--- src/hw/gpc_pkg.sv ---
package gpc_pkg;

  // Clock and timing
  localparam int CLK_FREQ_MHZ = 50;
  localparam int LONG_DEBOUNCE_US = 10000;
  localparam int LONG_DEBOUNCE_CYCLES = LONG_DEBOUNCE_US * CLK_FREQ_MHZ;

  // Register indices; byte address on the bus is four times the index
  localparam logic [15:0] CTRL_IDX     = 16'h403A;
  localparam logic [15:0] LEVEL_IDX    = 16'h4040;
  localparam logic [15:0] IRQ_STS_IDX  = 16'h4041;
  localparam logic [15:0] IRQ_MASK_IDX = 16'h4042;

  // Control register fields
  localparam int DIR_BIT  = 15;
  localparam int PULL_HI  = 14;
  localparam int PULL_LO  = 13;
  localparam int EDGE_BIT = 12;
  localparam int DOM_BIT  = 11;
  localparam int POL_BIT  = 10;
  localparam int OD_BIT   = 9;
  localparam int ENA_BIT  = 7;
  localparam int FN_HI    = 3;
  localparam int FN_LO    = 0;
  localparam logic [15:0] CTRL_RESET = 16'hA400;
  localparam logic [15:0] CTRL_WMASK = 16'hFE8F;

  // Level register fields
  localparam int LVL_OUT_BIT  = 0;
  localparam int LVL_IN_BIT   = 1;
  localparam int LVL_RAW_BIT  = 2;
  localparam logic [15:0] LEVEL_RESET = 16'h0000;

  // Interrupt register fields
  localparam int IRQ_EDGE_BIT = 0;
  localparam int IRQ_FN_BIT   = 1;
  localparam logic [1:0] IRQ_STS_RESET  = 2'h0;
  localparam logic [1:0] IRQ_MASK_RESET = 2'h3;

  // Pull codes
  localparam logic [1:0] PULL_NONE = 2'h0;
  localparam logic [1:0] PULL_DOWN = 2'h1;
  localparam logic [1:0] PULL_UP   = 2'h2;

  // Function code groups, one bit per code
  localparam logic [15:0] LONG_DEB_CODES = 16'hC011;
  localparam logic [15:0] OUT_RSVD_CODES = 16'h00E0;
  localparam logic [3:0]  FN_OUT_LEVEL   = 4'h0;

  typedef logic [15:0] gpc_fn_vec_t;

  typedef struct packed {
    logic out;
    logic oe;
    logic pull_up;
    logic pull_down;
    logic alt_supply;
  } gpc_pad_t;

  localparam gpc_pad_t PAD_RESET = '{out: 1'b0, oe: 1'b0, pull_up: 1'b0,
                                     pull_down: 1'b1, alt_supply: 1'b0};

endpackage

--- src/hw/gpc_debounce.sv ---
`timescale 1ns/1ps
module gpc_debounce #(
  parameter int CYCLES = 1
) (
  input  wire logic clk_i,
  input  wire logic rst_i,
  input  wire logic d_i,
  output logic      q_o
);

  localparam int CW = $clog2(CYCLES + 1);
  localparam logic [CW-1:0] LAST = CW'(CYCLES - 1);

  logic [CW-1:0] count;

  // Output follows only after the input held its new level CYCLES cycles
  always_ff @(posedge clk_i) begin
    if (rst_i) begin
      count <= '0;
      q_o   <= 1'b0;
    end else if (d_i == q_o) begin
      count <= '0;
    end else if (count == LAST) begin
      count <= '0;
      q_o   <= d_i;
    end else begin
      count <= count + CW'(1);
    end
  end

endmodule

--- src/hw/gpc_pin_ctrl.sv ---
`timescale 1ns/1ps
// Notes on behaviour
// - Pull field 14:13: 00 none, 01 down, 10 up, 11 reserved; resets down.
// - Edge mode 0: interrupt on rising if polarity 1, falling if 0.
// - Edge mode 1: interrupt on both edges regardless of polarity.
// - Bit 11 picks supply: 0 digital I/O, 1 always-on internal; resets 0.
// - Polarity bit 10: 1 active high (reset), 0 inverted active low.
// - Bit 9: 0 push-pull (reset), 1 open drain pulling low only.
// - Enable bit 7 at 0 (reset) keeps pin tri-stated; 1 normal operation.
// - Bit 15: 1 input (reset), 0 output; input codes 0 long debounce, 1 plain.
// - Input codes 2 on/off, 3 sleep/wake, 4 same debounced, 5 sleep, 6 power-on.
// - Input code 7 watchdog reset; 8 and 9 voltage scaling selects.
// - Input 10/11 hardware enables; 12/13 controls; 14/15 controls debounced.
// - Output code 0 drives software level; code 1 drives 32.768kHz clock.
// - Output 2 ON state, 3 SLEEP state, 4 state change; 5-7 reserved.
// - Output 8/9 buck scaling done; 10/11 external power enables.
// - Output 12 system supply good, 13 converter power good.
// - Output 14 2MHz power clock, 15 auxiliary reset.
module gpc_pin_ctrl #(
  parameter int LONG_DEBOUNCE_CYCLES = gpc_pkg::LONG_DEBOUNCE_CYCLES
) (
  input  wire logic               clk_i,
  input  wire logic               rst_i,
  input  wire logic               wb_cyc_i,
  input  wire logic               wb_stb_i,
  input  wire logic               wb_we_i,
  input  wire logic [17:0]        wb_adr_i,
  input  wire logic [3:0]         wb_sel_i,
  input  wire logic [31:0]        wb_dat_i,
  output logic      [31:0]        wb_dat_o,
  output logic                    wb_ack_o,
  input  wire logic               pin_in_i,
  output gpc_pkg::gpc_pad_t       pad_o,
  input  wire gpc_pkg::gpc_fn_vec_t out_src_i,
  output gpc_pkg::gpc_fn_vec_t    in_fn_o,
  output logic                    irq_o
);

  logic [15:0]          ctrl;
  logic [15:0]          level;
  logic [1:0]           irq_sts;
  logic [1:0]           irq_mask;
  logic                 pin_sync;
  logic                 pin_deb;
  gpc_pkg::gpc_fn_vec_t src_sync;
  logic                 sense;
  logic                 sense_q;
  logic                 raw_sel;
  logic                 raw_prev;
  logic                 raw_rise;
  logic                 raw_fall;
  logic                 sync_prev;
  logic                 deb_prev;
  logic                 edge_evt;
  logic                 fn_evt;
  gpc_pkg::gpc_fn_vec_t next_in_fn;
  gpc_pkg::gpc_pad_t    next_pad;
  logic [31:0]          next_rdata;
  logic                 bus_req;
  logic                 bus_wr;
  logic [15:0]          word_idx;
  logic [15:0]          wmask;
  logic                 sel_ctrl;
  logic                 sel_level;
  logic                 sel_sts;
  logic                 sel_mask;

  // Control fields
  logic       f_dir_in;
  logic [1:0] f_pull;
  logic       f_edge_both;
  logic       f_dom;
  logic       f_pol;
  logic       f_od;
  logic       f_ena;
  logic [3:0] f_fn;
  logic       in_mode;
  logic       out_mode;
  logic       long_deb;
  logic       out_rsvd;
  logic       out_level;
  logic       pin_level;

  assign f_dir_in    = ctrl[gpc_pkg::DIR_BIT];
  assign f_pull      = ctrl[gpc_pkg::PULL_HI:gpc_pkg::PULL_LO];
  assign f_edge_both = ctrl[gpc_pkg::EDGE_BIT];
  assign f_dom       = ctrl[gpc_pkg::DOM_BIT];
  assign f_pol       = ctrl[gpc_pkg::POL_BIT];
  assign f_od        = ctrl[gpc_pkg::OD_BIT];
  assign f_ena       = ctrl[gpc_pkg::ENA_BIT];
  assign f_fn        = ctrl[gpc_pkg::FN_HI:gpc_pkg::FN_LO];

  // Tri-state wins over direction: a disabled pin neither drives nor raises function lines or interrupts
  assign in_mode  = f_ena & f_dir_in;
  assign out_mode = f_ena & ~f_dir_in;

  // Wishbone slave
  // The registered ack masks the strobe it answers, so a held request is taken every second cycle
  assign bus_req   = wb_cyc_i & wb_stb_i & ~wb_ack_o;
  assign bus_wr    = bus_req & wb_we_i;
  assign word_idx  = wb_adr_i[17:2];
  assign sel_ctrl  = word_idx == gpc_pkg::CTRL_IDX;
  assign sel_level = word_idx == gpc_pkg::LEVEL_IDX;
  assign sel_sts   = word_idx == gpc_pkg::IRQ_STS_IDX;
  assign sel_mask  = word_idx == gpc_pkg::IRQ_MASK_IDX;
  assign wmask     = {{8{wb_sel_i[1]}}, {8{wb_sel_i[0]}}};

  // Unmapped words still answer, reading zero, so the master never hangs
  always_ff @(posedge clk_i) begin
    if (rst_i) begin
      wb_ack_o <= 1'b0;
    end else begin
      wb_ack_o <= bus_req;
    end
  end

  always_comb begin
    next_rdata = 32'h0000_0000;
    if (sel_ctrl) begin
      next_rdata[15:0] = ctrl;
    end else if (sel_level) begin
      next_rdata[15:0] = level;
    end else if (sel_sts) begin
      next_rdata[1:0] = irq_sts;
    end else if (sel_mask) begin
      next_rdata[1:0] = irq_mask;
    end
  end

  // Reloaded only on a request, so read data holds until the next one
  always_ff @(posedge clk_i) begin
    if (rst_i) begin
      wb_dat_o <= 32'h0000_0000;
    end else if (bus_req) begin
      wb_dat_o <= next_rdata;
    end
  end

  // Reserved control bits stay zero whatever is written
  always_ff @(posedge clk_i) begin
    if (rst_i) begin
      ctrl <= gpc_pkg::CTRL_RESET;
    end else if (bus_wr && sel_ctrl) begin
      ctrl <= (ctrl & ~(wmask & gpc_pkg::CTRL_WMASK))
            | (wb_dat_i[15:0] & wmask & gpc_pkg::CTRL_WMASK);
    end
  end

  // Only the output level bit is writable; the input bits mirror the pin
  always_ff @(posedge clk_i) begin
    if (rst_i) begin
      level <= gpc_pkg::LEVEL_RESET;
    end else begin
      if (bus_wr && sel_level && wb_sel_i[0]) begin
        level[gpc_pkg::LVL_OUT_BIT] <= wb_dat_i[gpc_pkg::LVL_OUT_BIT];
      end
      level[gpc_pkg::LVL_IN_BIT]  <= sense;
      level[gpc_pkg::LVL_RAW_BIT] <= pin_sync;
    end
  end

  // Mask resets to all ones, so nothing reaches the host before setup
  always_ff @(posedge clk_i) begin
    if (rst_i) begin
      irq_mask <= gpc_pkg::IRQ_MASK_RESET;
    end else if (bus_wr && sel_mask && wb_sel_i[0]) begin
      irq_mask <= wb_dat_i[1:0];
    end
  end

  // Pin input path
  gpc_sync2 #(
    .WIDTH (1)
  ) u_pin_sync (
    .clk_i (clk_i),
    .rst_i (rst_i),
    .d_i   (pin_in_i),
    .q_o   (pin_sync)
  );

  // Sources arrive from other clock domains, e.g. the oscillator clocks
  gpc_sync2 #(
    .WIDTH (16)
  ) u_src_sync (
    .clk_i (clk_i),
    .rst_i (rst_i),
    .d_i   (out_src_i),
    .q_o   (src_sync)
  );

  gpc_debounce #(
    .CYCLES (LONG_DEBOUNCE_CYCLES)
  ) u_debounce (
    .clk_i (clk_i),
    .rst_i (rst_i),
    .d_i   (pin_sync),
    .q_o   (pin_deb)
  );

  assign long_deb = gpc_pkg::LONG_DEB_CODES[f_fn];
  assign raw_sel  = long_deb ? pin_deb : pin_sync;

  // Sense is the asserted state of the pin after polarity
  always_comb begin
    sense = raw_sel;
    if (!f_pol) begin
      sense = ~sense;
    end
  end

  // Edges are taken before polarity, so rewriting the polarity bit never
  // fakes an event; both histories run always, so a code change cannot either
  always_ff @(posedge clk_i) begin
    if (rst_i) begin
      sync_prev <= 1'b0;
      deb_prev  <= 1'b0;
    end else begin
      sync_prev <= pin_sync;
      deb_prev  <= pin_deb;
    end
  end

  assign raw_prev = long_deb ? deb_prev : sync_prev;
  assign raw_rise = raw_sel & ~raw_prev;
  assign raw_fall = ~raw_sel & raw_prev;

  always_comb begin
    edge_evt = 1'b0;
    if (in_mode) begin
      if (f_edge_both) begin
        edge_evt = raw_rise | raw_fall;
      end else if (f_pol) begin
        edge_evt = raw_rise;
      end else begin
        edge_evt = raw_fall;
      end
    end
  end

  // Input functions: one level line per function code
  generate
    for (genvar k = 0; k < 16; k++) begin : g_in_fn
      assign next_in_fn[k] = in_mode & (f_fn == 4'(k)) & sense;
    end
  endgenerate

  // Lines are levels; a consumer that needs a pulse takes its own edge
  always_ff @(posedge clk_i) begin
    if (rst_i) begin
      in_fn_o <= '0;
    end else begin
      in_fn_o <= next_in_fn;
    end
  end

  // A function line turning on is an event of its own
  always_ff @(posedge clk_i) begin
    if (rst_i) begin
      sense_q <= 1'b0;
    end else begin
      sense_q <= |next_in_fn;
    end
  end

  // First cycle only, so a held request sets the status once
  assign fn_evt = (|next_in_fn) & ~sense_q;

  // Interrupts
  // A new event in the same cycle as a clear keeps the bit set
  always_ff @(posedge clk_i) begin
    if (rst_i) begin
      irq_sts <= gpc_pkg::IRQ_STS_RESET;
    end else begin
      if (bus_wr && sel_sts && wb_sel_i[0]) begin
        irq_sts <= irq_sts & ~wb_dat_i[1:0];
      end
      if (edge_evt) begin
        irq_sts[gpc_pkg::IRQ_EDGE_BIT] <= 1'b1;
      end
      if (fn_evt) begin
        irq_sts[gpc_pkg::IRQ_FN_BIT] <= 1'b1;
      end
    end
  end

  // Registered, so the line lags the status bit by one cycle
  always_ff @(posedge clk_i) begin
    if (rst_i) begin
      irq_o <= 1'b0;
    end else begin
      irq_o <= |(irq_sts & ~irq_mask);
    end
  end

  // Output path
  assign out_rsvd = gpc_pkg::OUT_RSVD_CODES[f_fn];

  // Selected source in asserted terms; code 0 is the software level
  always_comb begin
    if (out_rsvd) begin
      out_level = 1'b0;
    end else if (f_fn == gpc_pkg::FN_OUT_LEVEL) begin
      out_level = level[gpc_pkg::LVL_OUT_BIT];
    end else begin
      out_level = src_sync[f_fn];
    end
  end

  // Polarity applies after the source pick, so reserved codes park inactive
  assign pin_level = f_pol ? out_level : ~out_level;

  always_comb begin
    next_pad            = gpc_pkg::PAD_RESET;
    next_pad.alt_supply = f_dom;
    next_pad.pull_up    = f_pull == gpc_pkg::PULL_UP;
    next_pad.pull_down  = f_pull == gpc_pkg::PULL_DOWN;
    next_pad.out        = 1'b0;
    next_pad.oe         = 1'b0;
    if (out_mode) begin
      if (f_od) begin
        // Open drain only ever sinks; a high level is left to the pull
        next_pad.out = 1'b0;
        next_pad.oe  = ~pin_level;
      end else begin
        next_pad.out = pin_level;
        next_pad.oe  = 1'b1;
      end
    end
    if (out_mode && out_rsvd) begin
      // A parked reserved output gets no resistor fighting its level
      next_pad.pull_up   = 1'b0;
      next_pad.pull_down = 1'b0;
    end
  end

  // Every pad control leaves a flop, so the pins never glitch on a write
  always_ff @(posedge clk_i) begin
    if (rst_i) begin
      pad_o <= gpc_pkg::PAD_RESET;
    end else begin
      pad_o <= next_pad;
    end
  end

endmodule

--- src/hw/gpc_sync2.sv ---
`timescale 1ns/1ps
module gpc_sync2 #(
  parameter int WIDTH = 1
) (
  input  wire logic             clk_i,
  input  wire logic             rst_i,
  input  wire logic [WIDTH-1:0] d_i,
  output logic      [WIDTH-1:0] q_o
);

  logic [WIDTH-1:0] meta;

  // First stage feeds only the second stage
  always_ff @(posedge clk_i) begin
    if (rst_i) begin
      meta <= '0;
      q_o  <= '0;
    end else begin
      meta <= d_i;
      q_o  <= meta;
    end
  end

endmodule

--- config.mk ---
export PLATFORM = sky130hd
export DESIGN_NAME = gpc_pin_ctrl
export DESIGN_NICKNAME = d
export VERILOG_FILES = /design/src/hw/gpc_pkg.sv /design/src/hw/gpc_debounce.sv /design/src/hw/gpc_pin_ctrl.sv /design/src/hw/gpc_sync2.sv
export SDC_FILE = /design/constraint.sdc
export NUM_CORES = 1
export LEC_CHECK = 0
export ABC_AREA = 1
export BUFFER_PORTS_ARGS = -buffer_cell sky130_fd_sc_hd__buf_2
export CORE_UTILIZATION = 30
export CTS_CLUSTER_DIAMETER = 150
export DETAILED_ROUTE_END_ITERATION = 12
export SYNTH_ARGS = -nofsm -noshare
export SYNTH_HDL_FRONTEND = slang
export SYNTH_HIERARCHICAL = 1
export SYNTH_SLANG_ARGS = --single-unit
--- constraint.sdc ---
create_clock -name clk_i -period 2.1 [get_ports clk_i]
set_input_delay 0.42 -clock clk_i [delete_from_list [all_inputs] [get_ports clk_i]]
set_output_delay 0.42 -clock clk_i [all_outputs]
set_load 0.01 [all_outputs]
# --- Word level (Yosys, flattened, before mapping) ---
# Memory sizes are Yosys's and may differ from the RTL's. A register that Yosys moved wholly into a read port is not among the register bits.
# Index checks and enable logic that the tools add are counted.
word_totals:
  ff_bits: 119
  romBits: 32
  in_bits: 76
  out_inout_bits: 55
  wordCells: 154
  mem_count: 2
classes:
  add_sub_neg: 1
  order_cmp: 1
  eq_ne: 23
  n_mux: 27
  n_bitwise: 58
  n_reduce_logical: 18
mem_list:
  columns: ["name", "depth", "word_bits", "rd", "rd_clocked_by_memory_dff", "wr", "line_no", "source"]
  rows:
  - ["(name not given)", 16, 1, 1, 1, 0, "gpc_pin_ctrl.sv:296", "assign out_rsvd = gpc_pkg::OUT_RSVD_CODES[f_fn];"]
  - ["(name not given)", 16, 1, 1, 1, 0, "gpc_pin_ctrl.sv:200", "assign long_deb = gpc_pkg::LONG_DEB_CODES[f_fn];"]
op_table:
  columns: ["cell", "n"]
  rows:
  - ["equality test 16 x 15 -> 1 bit, second input constant", 4]
  - ["AND 1 bit", 40]
  - ["AND 16 bit", 2]
  - ["equality test 4 bit, second input constant", 8]
  - ["adder 19 x 1 -> 19 bit, second input constant", 1]
  - ["equality test 19 bit, second input constant", 1]
  - ["2-to-1 mux 1 bit", 17]
  - ["equality test 4 x 3 -> 1 bit, second input constant", 4]
  - ["2-to-1 mux 16 bit", 1]
  - ["2-to-1 mux 4 bit", 4]
  - ["inverter 16 bit", 1]
  - ["OR 16 bit", 1]
  - ["OR reduction 16 bit", 1]
  - ["inverter 1 bit", 9]
  - ["equality test 4 x 2 -> 1 bit, second input constant", 2]
  - ["logical AND 1 bit", 8]
  - ["2-to-1 mux 2 bit", 4]
  - ["OR reduction 2 bit", 3]
  - ["OR reduction 3 bit", 2]
  - ["less-than comparator 4 x 5 -> 1 bit, second input constant", 1]
  - ["AND 2 bit", 2]
  - ["binary-select mux 1 bit (select 4 bit)", 1]
  - ["equality test 4 x 1 -> 1 bit, second input constant", 1]
  - ["zero test 4 bit", 1]
  - ["7 further kinds", 9]

# --- Logic depth before layout (Yosys ltp) ---
logic_depth:
  ltp_word: 9
  mapped_depth: 13

# --- Cells and area by module ---
# Netlist, hierarchy kept.
by_module_without_submodules:
  columns: ["module", "instances", "cells_per_inst", "area_per_inst_um2", "seq_area_each_um2"]
  rows:
  - ["gpc_pin_ctrl", 1, 427, 2959.1, 1161.1]
  - ["gpc_debounce", 1, 174, 1147.4, 400.4]
  - ["gpc_sync2 (u_src_sync)", 1, 99, 914.6, 640.6]
  - ["gpc_sync2 (u_pin_sync)", 1, 6, 55.1, 40.0]

# --- Least setup slack after synthesis ---
# Ideal clock, no wire load.
synth_path:
  path_kind: "reg2reg"
  startpoint: "reg long_deb (netlist name)"
  endpoint: "reg irq_sts[0]"
  setup_ns: 0.071
  t_arrival_ns: 1.387
  required_ns: 2.029
  path_slack_ns: 0.643
  stages_incl_launch_ff: 9
  path_buffers: 0
  synth_period_minus_slack_ns: 1.457
  cell_sequence: "dfxtp_1 -> inv_1 -> or2_2 -> o21ai_0 -> inv_1 -> ha_1 -> a21oi_1 -> o21ai_0 -> a21oi_1"
synth_rtl:
  columns: ["item", "line_no", "source"]
  rows:
  - ["to (signal assigned)", "gpc_pin_ctrl.sv:272", "irq_sts <= gpc_pkg::IRQ_STS_RESET;"]
  - ["to (signal assigned)", "gpc_pin_ctrl.sv:275", "irq_sts <= irq_sts & ~wb_dat_i[1:0];"]
  - ["to (decl)", "gpc_pin_ctrl.sv:41", "logic [1:0] irq_sts;"]

# --- Final worst setup path ---
layout_path:
  startpoint: "reg u_debounce.q_o"
  endpoint: "reg irq_sts[1]"
layout_between:
  elab_chain_cells: 7
  word_cells_on_any_way: 23
layout_lines:
  columns: ["item", "line_no", "source"]
  rows:
  - ["from (decl)", "gpc_debounce.sv:8", "output logic q_o"]
  - ["from (signal assigned)", "gpc_debounce.sv:25", "q_o <= d_i;"]
  - ["2-to-1 mux 1 bit *", "gpc_pin_ctrl.sv:201", "assign raw_sel = long_deb ? pin_deb : pin_sync;"]
  - ["inverter 1 bit", "gpc_pin_ctrl.sv:207", "sense = ~sense;"]
  - ["2-to-1 mux 1 bit *", "gpc_pin_ctrl.sv:206", "if (!f_pol) begin"]
  - ["AND 1 bit", "gpc_pin_ctrl.sv:243", "assign next_in_fn[k] = in_mode & (f_fn == 4'(k)) & sense;"]
  - ["OR reduction 16 bit *", "gpc_pin_ctrl.sv:266", "assign fn_evt = (|next_in_fn) & ~sense_q;"]
  - ["AND 1 bit *", "gpc_pin_ctrl.sv:266", null]
  - ["2-to-1 mux 1 bit / nonzero test 2 bit (equally long branches)", null, null]
# Every way passes the cells marked *; elsewhere a longest branch is shown, timed or not.
# A chain may end at the register's enable or synchronous reset.

==> flow_summary.json <==
{
  "power_frac_seq": 0.517,
  "start_util": 0.312,
  "worstPathCellList": "nand2_1 -> nand3_1 -> nand2_1 -> nand3_1 -> nand3_1 -> nor2_1 -> nand2_1 -> nand3_1 -> nand2_1",
  "cts-root-buf": "clkbuf_16",
  "cts_buffers": 9,
  "antenna_found_initial": 0,
  "syn_inst": 700,
  "p_int_mw": 3.18,
  "pwr-share-clk": 0.432,
  "grt_max_degree": 33,
  "die_h_um": 131,
  "cpMaxStageDelayCell": "dfxtp_1",
  "drt_iter0_drc": 221,
  "cts_buffer_depth": 2,
  "syn_area_sq_mm": 0.00502,
  "rsz0062_at_grt": "false",
  "place_ws_ps": 354,
  "ioPinCount": 131,
  "cts-resized-gates": 0,
  "die_w_um": 131,
  "worstSetupPathType": "flip-flop to flip-flop",
  "synth_area_per_cell_sq_um": 7.17,
  "track_usage": 0.131,
  "ys_warn_count": 6,
  "tightest_slew_ps": 628,
  "clk_pin_slew_ps": 70,
  "maxCapViolCount": 0,
  "rows": 46,
  "post-route-period-util": 0.779,
  "post_cts_buffers": 0,
  "startpoint_type": "flip-flop",
  "cpLargestDelayFamily": "simple AND/OR/NAND/NOR gates",
  "ant_nets": 0,
  "fmax_ghz": 0.611,
  "num-fill-cells": 1754,
  "grt_pass1_vias": 3865,
  "grt_pass1_wl_um": 18100,
  "hpwlAfterDp_um": 8260,
  "switching_share": 0.232,
  "avgRoutedWirePerCell_um": 10.7,
  "stdcell_count": 1006,
  "hold_viol_final": 0,
  "fin_ws_ps": 464,
  "critPathBufInv": 0,
  "required_ps": 2350,
  "drive_gt1_frac": 0.197,
  "slew_violations": 0,
  "slowest_delay_ps": 410,
  "fin_worst_skew_ps": 9.64,
  "clock_latency_ps": 350,
  "die_area_sq_mm": 0.0173,
  "drc": 0,
  "end_kind": "flip-flop",
  "overflow": 0,
  "cts_hold_buf": 0,
  "clock_sinks": 110,
  "syn_to_final_growth_pct": 17.0,
  "final_nets": 864,
  "core_sq_mm": 0.0161,
  "dp_cells": 990,
  "vdd_ir_drop_max_v": 0.000348,
  "finalSetupViolations": 0,
  "relSlewSlack": 0.581,
  "p_leak_nw": 2.74,
  "num_vias": 4211,
  "portBuffers": 85,
  "cts_tree": "built",
  "worstPathArrival_ps": 1880,
  "finalSetupTns_ps": 0,
  "cellPowerDensity_mw_per_mm2": 705,
  "first_pass_iters": 4,
  "status": "complete, no violations",
  "power_switching_uw": 960,
  "place_congestion": 0.819,
  "final.min_clock_period_ps": 1640,
  "crit_fanout": 13,
  "pwr-share-comb": 0.051,
  "vias_per_cell": 4.19,
  "diodes": 0,
  "hold_class": "input port to flip-flop",
  "cts.htree.levels": 3,
  "layout.core_utilization": 0.365,
  "routed_wl_um": 10800
}
## worst paths after layout
| check | start | cells past startpoint | to | slack, ps |
|---|---|---|---|---|
| max | u_debounce/q_o | 9 | irq_sts[1] | 460 |
| min | out_src_i[4] | 3 | u_src_sync/meta[4] | 270 |
| max reg2reg | u_debounce/q_o | 9 | irq_sts[1] | 460 |
| min reg2reg | u_src_sync/meta[15] | 2 | u_src_sync/q_o[15] | 410 |
## registers in the layout (all words and copies together) (netlist names), 2 cells and up, named ones only
signal / cells
in_fn_o: 16
pad_o: 5
level: 3
u_src_sync/q_o: 15
u_debounce/count: 19
irq_sts: 2
ctrl: 4
irq_mask: 2
u_src_sync/meta: 15
wb_dat_o: 12
## cell type report
type,instances,area [sq um],share of cell area
Clock buffer,10,239,0.0407
Clock inverter,6,80.1,0.0136
Inverter,111,417,0.0709
Multi-Input combinational cell,462,2200,0.374
Sequential cell,110,2200,0.375
Tap cell,216,270,0.0460
Timing Repair Buffer,91,470,0.0801
## layout by cell type (no fill, tap or decap), drive strengths merged, types with 7 or more instances in the layout
cell / instances
a21oi: 25
inv: 113
nand2: 144
clkbuf: 10
dfxtp: 110
o21ai: 29
buf: 91
xor2: 7
nand4: 9
nor3: 20
nor2: 136
nand3: 53
conb: 20
## routing by layer
metal | global-route usage | part of all wire | up-vias
li1 | - | - | 2296
met1 | 0.166 | 0.48 | 1798
met2 | 0.210 | 0.45 | 103
met3 | 0.0367 | 0.050 | 14
met4 | 0.0543 | 0.022 | 0
met5 | 0 | 0 | -
## power by group through the flow
| stage | registers [mW] | clock network, mW | logic [mW] |
|---|---|---|---|
| after floorplan | 2.20 | 0 | 0.145 |
| after global placement | 2.19 | 0 | 0.210 |
| after detailed placement | 2.19 | 0 | 0.212 |
| after CTS | 2.14 | 1.84 | 0.213 |
| after global routing | 2.15 | 1.94 | 0.243 |
| final | 2.14 | 1.79 | 0.211 |
## tightest hold or removal path: stages
cell and delay [ps]:
buf_2 70, inv_1 30, nor2_1 60
## through the flow
stage | power [mW] | cell area (sq um) | hold WS [ps]
2_1_floorplan | 2.34 | 5090 | 388
3_3_place_gp | 2.40 | 5560 | 394
3_5_place_dp | 2.41 | 5560 | 394
4_1_cts | 4.20 | 5870 | 254
5_1_grt | 4.33 | 5870 | 260
6_report | 4.14 | 5870 | 267
(Power assumes the default switching activity.)
